`config.mk`:
```
export PLATFORM = sky130hd
export DESIGN_NAME = daix_regs
export DESIGN_NICKNAME = d
export VERILOG_FILES = /design/src/daix_pkg.sv /design/src/daix_regs.sv /design/src/daix_addr_mod.sv
export SDC_FILE = /design/constraint.sdc
export NUM_CORES = 1
export LEC_CHECK = 0
export BUFFER_PORTS_ARGS = -buffer_cell sky130_fd_sc_hd__buf_4
export CAP_MARGIN = 0
export CORE_MARGIN = 2
export CORE_UTILIZATION = 40
export CTS_CLUSTER_DIAMETER = 80
export DETAILED_ROUTE_END_ITERATION = 8
export PLACE_DENSITY = 0.92
export SLEW_MARGIN = 40
export SYNTH_ARGS = -nofsm -noshare
export SYNTH_HDL_FRONTEND = slang
export SYNTH_HIERARCHICAL = 1
export SYNTH_SLANG_ARGS = --single-unit
export TNS_END_PERCENT = 50
```
`constraint.sdc`:
```
create_clock -name ref_clk_in -period 1.9 [get_ports ref_clk_in]
set_input_delay 0.38 -clock ref_clk_in [delete_from_list [all_inputs] [get_ports ref_clk_in]]
set_output_delay 0.38 -clock ref_clk_in [all_outputs]
set_load 0.03 [all_outputs]
```
`src/daix_pkg.sv`:
```
// package: constants and types for data address index and status registers
// Overview of operation
// - index enable modifies direct operand addresses
// - index ORs bank, row and column fields
// - indirect bank and row also index modified
// - row pointer: 7DH nibble plus 7EH upper bits
// - 7DH reads zero; pointer clears at reset
// - pointer row is general register, r selects column
// - general register only in bank zero rows 0-7
// - register operand in row, memory operand anywhere
// - status word: decimal at 7EH, four flags 7FH
// - status clears at reset, saved on interrupt
// - real address is operand OR index register
// - index enable 0 disables, 1 enables modification
package daix_pkg;
   // address layout: 4 bank bits, 3 row bits, 4 column bits
   localparam int ADDR_W = 11;
   localparam int BANK_W = 4;
   localparam int ROW_W  = 3;
   localparam int COL_W  = 4;
   localparam int NIB_W  = 4;
   localparam int SYS_W  = 7;
   // system register addresses (row and column within bank 0)
   localparam logic [SYS_W-1:0] GPR_PTR_HIGH_ADDR = 7'h7D;
   localparam logic [SYS_W-1:0] GPR_PTR_LOW_ADDR  = 7'h7E;
   localparam logic [SYS_W-1:0] STATUS_NIB_ADDR   = 7'h7F;
   // field positions
   localparam int DECIMAL_BIT  = 0;
   localparam int INDEX_EN_BIT = 0;
   localparam int ZERO_BIT     = 1;
   localparam int CARRY_BIT    = 2;
   localparam int COMPARE_BIT  = 3;
   localparam int PTR_LOW_LSB  = 1;
   // reset values
   localparam logic [NIB_W-1:0] NIB_RESET   = 4'h0;
   localparam logic [ROW_W-1:0] PTR_RESET   = 3'h0;
   localparam logic [NIB_W-1:0] PTR_HI_READ = 4'h0;
   localparam logic [4:0]       STATUS_RST  = 5'h00;
   localparam logic [BANK_W-1:0] BANK_ZERO  = 4'h0;
   // state of the block
   typedef struct packed {
      logic [ROW_W-1:0] gpr_row_pointer;
      logic             decimal_flag;
      logic [NIB_W-1:0] status_nibble;
      logic [4:0]       saved_status_word;
      logic [NIB_W-1:0] rd_data;
   } daix_state_t;
endpackage : daix_pkg

```
`src/daix_regs.sv`:
```
// data address index, general register pointer and status word
`timescale 1ns/100ps
module daix_regs
   import daix_pkg::*;
(
   // clock and reset
   input  wire logic              ref_clk_in,
   input  wire logic              rst_b_in,
   // index register from datapath
   input  wire logic [ADDR_W-1:0] index_reg_in,
   // direct operand m and register operand r
   input  wire logic [ADDR_W-1:0] direct_addr_in,
   input  wire logic [COL_W-1:0]  reg_col_in,
   input  wire logic              data_mem_op_in,
   // register-indirect transfer: nibble read from register r
   input  wire logic              indirect_op_in,
   input  wire logic [NIB_W-1:0]  gpr_nibble_in,
   // system register access
   input  wire logic [SYS_W-1:0]  sys_addr_in,
   input  wire logic              sys_wr_in,
   input  wire logic [NIB_W-1:0]  sys_wdata_in,
   // flag update from alu
   input  wire logic              flag_wr_in,
   input  wire logic [NIB_W-1:0]  flag_data_in,
   // interrupt taken: save status word
   input  wire logic              irq_take_in,
   // addresses out
   output logic      [ADDR_W-1:0] direct_real_addr_out,
   output logic      [ADDR_W-1:0] gpr_addr_out,
   output logic      [ADDR_W-1:0] indirect_addr_out,
   // register read data and status
   output logic      [NIB_W-1:0]  sys_rdata_out,
   output logic      [4:0]        status_word_out,
   output logic      [4:0]        saved_status_out,
   output logic      [SYS_W-1:0]  gpr_row_pointer_out,
   output logic                   index_enable_flag_out
);
   daix_state_t state_reg;
   daix_state_t state_next;
   logic        idx_en;
   logic [ADDR_W-1:0] indirect_raw;

   // index enable flag sits in the status nibble
   assign idx_en = state_reg.status_nibble[INDEX_EN_BIT];
   assign index_enable_flag_out = idx_en;

   // direct operand: all three fields ORed with the index
   daix_addr_mod u_direct (
      .addr_in       (direct_addr_in),
      .index_reg_in  (index_reg_in),
      .enable_in     (idx_en & data_mem_op_in),
      .col_keep_in   (1'b0),
      .real_addr_out (direct_real_addr_out)
   );

   // indirect: bank/row of m, column from the general register nibble
   assign indirect_raw = {direct_addr_in[ADDR_W-1:COL_W], gpr_nibble_in};
   daix_addr_mod u_indirect (
      .addr_in       (indirect_raw),
      .index_reg_in  (index_reg_in),
      .enable_in     (idx_en & indirect_op_in),
      .col_keep_in   (1'b1),
      .real_addr_out (indirect_addr_out)
   );

   // general register row: bank zero, pointer row, column r
   assign gpr_addr_out = {BANK_ZERO, state_reg.gpr_row_pointer,
                          reg_col_in};
   // register operand stays in its row regardless of index
   assign gpr_row_pointer_out = {PTR_HI_READ,
                                 state_reg.gpr_row_pointer};
   assign status_word_out  = {state_reg.decimal_flag,
                              state_reg.status_nibble};
   assign saved_status_out = state_reg.saved_status_word;
   assign sys_rdata_out    = state_reg.rd_data;

   // next state: writes, flag updates, interrupt save, read mux
   always_comb begin
      state_next = state_reg;
      if (sys_wr_in) begin
         unique case (sys_addr_in)
            GPR_PTR_LOW_ADDR: begin
               state_next.gpr_row_pointer =
                  sys_wdata_in[NIB_W-1:PTR_LOW_LSB];
               state_next.decimal_flag = sys_wdata_in[DECIMAL_BIT];
            end
            STATUS_NIB_ADDR: begin
               state_next.status_nibble = sys_wdata_in;
            end
            default: begin
               state_next.status_nibble = state_reg.status_nibble;
            end
         endcase
      end else if (flag_wr_in) begin
         state_next.status_nibble[COMPARE_BIT:ZERO_BIT] =
            flag_data_in[COMPARE_BIT:ZERO_BIT];
      end
      if (irq_take_in) begin
         state_next.saved_status_word = {state_reg.decimal_flag,
                                         state_reg.status_nibble};
      end
      unique case (sys_addr_in)
         GPR_PTR_HIGH_ADDR: state_next.rd_data = PTR_HI_READ;
         GPR_PTR_LOW_ADDR:  state_next.rd_data =
            {state_next.gpr_row_pointer, state_next.decimal_flag};
         STATUS_NIB_ADDR:   state_next.rd_data = state_next.status_nibble;
         default:           state_next.rd_data = NIB_RESET;
      endcase
   end

   // state register, all cleared at reset
   always_ff @(posedge ref_clk_in or negedge rst_b_in) begin
      if (!rst_b_in) begin
         state_reg.gpr_row_pointer   <= PTR_RESET;
         state_reg.decimal_flag      <= 1'b0;
         state_reg.status_nibble     <= NIB_RESET;
         state_reg.saved_status_word <= STATUS_RST;
         state_reg.rd_data           <= NIB_RESET;
      end else begin
         state_reg <= state_next;
      end
   end
endmodule : daix_regs

```
`src/daix_addr_mod.sv`:
```
// index modification of one bank/row/column address
`timescale 1ns/100ps
module daix_addr_mod
   import daix_pkg::*;
(
   // address in
   input  wire logic [ADDR_W-1:0] addr_in,
   input  wire logic [ADDR_W-1:0] index_reg_in,
   input  wire logic              enable_in,
   input  wire logic              col_keep_in,
   // real address out
   output logic      [ADDR_W-1:0] real_addr_out
);
   logic [ADDR_W-1:0] mask;
   // column mask is cleared when the column comes from elsewhere
   always_comb begin
      mask = index_reg_in;
      if (col_keep_in) begin
         mask[COL_W-1:0] = '0;
      end
      real_addr_out = enable_in ? (addr_in | mask) : addr_in;
   end
endmodule : daix_addr_mod

```
## Word level (Yosys, flattened, before mapping)

Cells that the tools add are included.

- Output and inout port bits: 55
- Word-level logic and storage cells: 20
- Bits of input ports: 52
- Flip-flop bits (word level): 17

- Bitwise operators: 4
- Equality and inequality tests: 2
- Multiplexer cells: 9

Operators with widths:

| kind | number |
|---|---|
| 11-bit two-way mux | 2 |
| 11-bit bitwise OR | 2 |
| 7-bit equality test (second input constant) | 2 |
| 4-bit two-way mux | 3 |
| 4-bit case mux with 2 select lines | 1 |
| 3-bit two-way mux | 2 |
| 1-bit bitwise AND | 2 |
| 1-bit two-way mux | 1 |

## Depth between registers and ports, before layout

- Depth in word-level cells: 4
- Depth in mapped cells: 4
- Mapped depth without buffers: 3

## Hierarchy

The synthesis kept the hierarchy.

Modules (own cells, without submodules):

| module | times used | seq. area each (µm²) | cells an instance | area each (µm²) |
|---|---|---|---|---|
| daix_regs | 1 | 425.4 | 89 | 960.9 |
| daix_addr_mod | 2 | 0.0 | 13 | 116.4 |

## Worst setup path before layout

Ideal clock, no wire load.

- Path kind: register -> output
- Start point: register state_reg, in the netlist index_enable_flag_out
- End point: output direct_real_addr_out[0]
- Required time: 1.520 ns
- Stages on the path, launching flop included: 5
- Buffers on the path: 1
- Setup slack: 0.245 ns
- Data arrival time: 1.275 ns
- Path through: dfrtp_1 -> and2_1 -> buf_6 -> nor2b_4 -> a21o_1

- Longest elaborated chain between the ends: 2

Ends and longest elaborated chain:

| item | line | text |
|---|---|---|
| start, declared | daix_regs.sv:38 | `daix_state_t state_reg;` |
| start signal, assigned | daix_regs.sv:120 | `state_reg <= state_next;` |
| 1-bit bitwise AND | daix_regs.sv:51 | `.enable_in (idx_en & data_mem_op_in),` |
| 11-bit two-way mux | daix_addr_mod.sv:21 | `real_addr_out = enable_in ? (addr_in \| mask) : addr_in;` |
| end, declared | daix_regs.sv:28 | `output logic [ADDR_W-1:0] direct_real_addr_out,` |

Every way passes these cells.

## Worst setup path after layout

- Start point: register state_reg, in the netlist index_enable_flag_out
- End point: output indirect_addr_out[9]

- Longest elaborated chain between the ends: 2

Ends and longest elaborated chain:

| item | line | text |
|---|---|---|
| 1-bit bitwise AND | daix_regs.sv:61 | `.enable_in (idx_en & indirect_op_in),` |
| 11-bit two-way mux | daix_addr_mod.sv:21 |  |
| end, declared | daix_regs.sv:30 | `output logic [ADDR_W-1:0] indirect_addr_out,` |

Every way passes these cells.

==> Flow_metrics.wiki <==
{| class="wikitable"
! Metric !! Value
|-
| Run status || finished with violations
|-
| Violations in the final reports || design-rule violations
|-
| Setup violations, final || 0
|-
| Ports || 107
|-
| Final GP Congestion || 0.809
|-
| Sequential area share after synthesis || 0.356
|-
| Seq cells post-synth || 17
|-
| Initial DRT Pass Iterations || 6
|-
| Via-to-Cell Ratio || 5.13
|-
| Worst path most repeated cell || sky130_fd_sc_hd__buf_4
|-
| Final Hold Fails || 0
|-
| Wire length of the first global-routing pass || 4640 µm
|-
| Worst-path cell with the longest stage delay || sky130_fd_sc_hd__dfrtp_1
|-
| Layout cells sized above 1 || 0.646
|-
| Total clock sinks || 17
|-
| HPWL after DPL || 2530 µm
|-
| Number of distinct library cells after synthesis || 23
|-
| Asr flop ratio synth || 1.00
|-
| Pin count of the biggest net entering global routing || 18
|-
| Number of levels the H-tree was split into || 1
|-
| Design internal power || 683 µW
|-
| TritonCTS clock tree || yes
|-
| Share of the clock period used by the worst path after layout || 0.961
|-
| Post-route worst setup slack || 0.0735 ns
|-
| Core Box Area || 2810 µm²
|-
| R2R cell count || 3
|-
| Count of final max-slew check failures || 0
|-
| # rows || 19
|-
| Synth cell count leaders || 17 x sky130_fd_sc_hd__buf_4, 17 x sky130_fd_sc_hd__dfrtp_1, 14 x sky130_fd_sc_hd__a21o_2
|-
| Worst path required time || 1.52 ns
|-
| Top achievable clock speed || 548 MHz
|-
| CP Cell Sequence || buf_4 -> and2_2 -> a21o_2 -> buf_4
|-
| Sw Ratio || 0.374
|-
| Die extent in y || 58.6 µm
|-
| Proportion of power drawn by combinational gates || 0.432
|-
| Worst hold path cell count || 2
|-
| Detailed-route via count || 1,175
|-
| Reg clk slew, reported paths || 0.10 ns
|-
| Largest delay share family, worst path || flip-flops
|-
| RSZ-0062 raised after global routing || no
|-
| Leftover overflow at the end of global routing || 0
|-
| Die Wd || 58.6 µm
|-
| Starting utilization of the core area || 0.426
|-
| Warnings, synthesis || 6
|-
| Sequential share of power || 0.386
|-
| Endpoint class of the critical path || primary output
|-
| Hold Slack || 0.330 ns
|-
| Setup clock skew after layout || 0.00214 ns
|-
| Count of antenna-violating nets left after detailed routing || 0
|-
| Count of non-filler cells in the finished layout || 229
|-
| Leading register cell type out of synthesis || sky130_fd_sc_hd__dfrtp_1
|-
| EDFF count, synth || 0
|-
| Classification of the worst setup path || reg -> out
|-
| Maxcap violations || 0
|-
| Port Buffer Count || 89
|-
| Diodes inserted || 0
|-
| Number of buffers and inverters on the critical path || 2
|-
| Path length in cells of the critical path || 4
|-
| Most area-hungry cell type in the Yosys netlist || sky130_fd_sc_hd__dfrtp_1
|-
| P_sw || 408 µW
|-
| Clock share of power || 0.182
|-
| Final nets || 251
|-
| Synthesis-to-finish area growth || 52.2%
|-
| Remaining routing DRC violations || 10
|-
| Critical Path Max Stage Delay || 0.39 ns
|-
| Biggest area contributors in the synthesized netlist || sky130_fd_sc_hd__dfrtp_1 36%, sky130_fd_sc_hd__buf_4 11%, sky130_fd_sc_hd__mux2_2 10%, sky130_fd_sc_hd__a21o_2 10%, sky130_fd_sc_hd__a21o_1 5.0%
|-
| Element type at the critical path start || flip-flop
|-
| CTS Root Cell || sky130_fd_sc_hd__clkbuf_4
|-
| Setup WS pre-CTS || 0.267 ns
|-
| Worst-Skew Late Latency || 0.30 ns
|-
| Total power density per cell area || 601 nW/µm²
|-
| Post-layout minimum cycle time || 1.83 ns
|-
| Initial DRC Count || 31
|-
| Type of the most critical hold path || in -> reg
|-
| Crit path max fanout || 8
|-
| Overall die area || 3440 µm²
|-
| Maximum vdd ir drop || 0.486 mV
|-
| Total clock buffers created by CTS || 3
|-
| Post-CTS setup buffers || 0
|-
| Synthesized area per cell || 10.4 µm²
|-
| GRT Util Overall || 0.172
|-
| Cell total after placement || 224
|-
| Routed length per instance || 13.8 µm
|-
| Proportion of netlist area held by the largest area contributor || 0.356
|-
| Aggregate negative setup slack || 0 ns
|-
| Number of antenna violations at the first check in global routing || 0
|-
| Via count of the first global-routing pass || 1,056
|-
| Aggregate routed wire length || 3170 µm
|-
| LEAKAGE || 1.03 nW
|-
| Instance count of the mapped netlist || 115
|-
| Mapped cell area || 1190 µm²
|-
| Maximum buffer depth of the clock tree || 2
|-
| Critical path arrival || 1.45 ns
|}
[registers in the layout, indices dropped and copies added, names as in the netlist]
signal	count
gpr_addr_out	3
saved_status_out	5
status_word_out	4
index_enable_flag_out	1
sys_rdata_out	4
[logic make-up (layout without fill, tap and decap cells)]
| logic type | count (synthesis) | count (layout) | share of synthesized area |
|---|---|---|---|
| other cells | 2 | 10 | 0.00629 |
| buf+inv | 21 | 96 | 0.138 |
| simple gates | 26 | 26 | 0.134 |
| mux | 14 | 14 | 0.129 |
| flops | 17 | 17 | 0.356 |
| compound gates | 35 | 35 | 0.236 |
[path summary, 6_finish.rpt]
kind,from,end,slack [ns]
setup / recovery,index_enable_flag_out,indirect_addr_out[9],0.07
hold / removal,sys_wdata_in[2],gpr_addr_out[5],0.33
setup reg to reg,status_word_out[1],sys_rdata_out[1],0.83
hold reg to reg,saved_status_out[0],saved_status_out[0],0.52
max in group asynchronous,rst_b_in,sys_rdata_out[2],1.24
min in group asynchronous,rst_b_in,saved_status_out[2],0.47
[timing repair]
item	in CTS	in global routing
endpoints found under the setup margin	0	6
gates resized for setup	0	2
endpoints found under the hold margin	17	0
hold buffers	1	0
[placed cells by master, fill, tap and decap left out, drive strengths merged, types with 3 or more instances in the layout]
master,count
buf,90
a21o,22
dfrtp,17
mux2,11
nand2,10
conb,10
and3,4
a21oi,4
a21boi,3
mux2i,3
o31a,3
nor2,3
a211o,3
clkbuf,3
[area by class of cell]
cell class	instances	area (µm²)
Fill cell	224	988
Timing Repair Buffer	91	686
Multi-Input combinational cell	85	636
Sequential cell	17	425
Tap cell	31	38.8
Clock buffer	3	22.5
Clock inverter	1	5.00
Inverter	1	3.75
[power by group through the flow]
| stage | logic, mW | registers [mW] | clock network, mW |
|---|---|---|---|
| floorplan | 0.247 | 0.489 | 0 |
| global placement | 0.465 | 0.426 | 0 |
| detailed placement | 0.469 | 0.426 | 0 |
| CTS | 0.472 | 0.420 | 0.197 |
| global route | 0.497 | 0.424 | 0.218 |
| finish | 0.472 | 0.421 | 0.198 |
[worst register-to-register path, delay by kind of cell, from the launching register on]
kind / cells / cell delay (ns)
mux: 1 / 0.14
flops: 1 / 0.42
compound gates: 2 / 0.43
[per-layer routing]
metal / vias to the layer above / GRT usage / wire length (µm)
met2: 82 / 0.339 / 1590
met4: 0 / 0.0292 / 17
met3: 2 / 0.0440 / 400
li1: 547 / - / -
met5: - / 0 / 0
met1: 544 / 0.184 / 1170
[through the flow]
step,cell area [µm²],utilization,power [mW]
2_1_floorplan,1220,-,0.737
3_3_place_gp,1780,0.633,0.890
3_5_place_dp,1780,0.633,0.895
4_1_cts,1810,0.647,1.09
5_1_grt,1820,0.648,1.14
6_report,1820,0.648,1.09
Power figures use the tool's default switching activity.
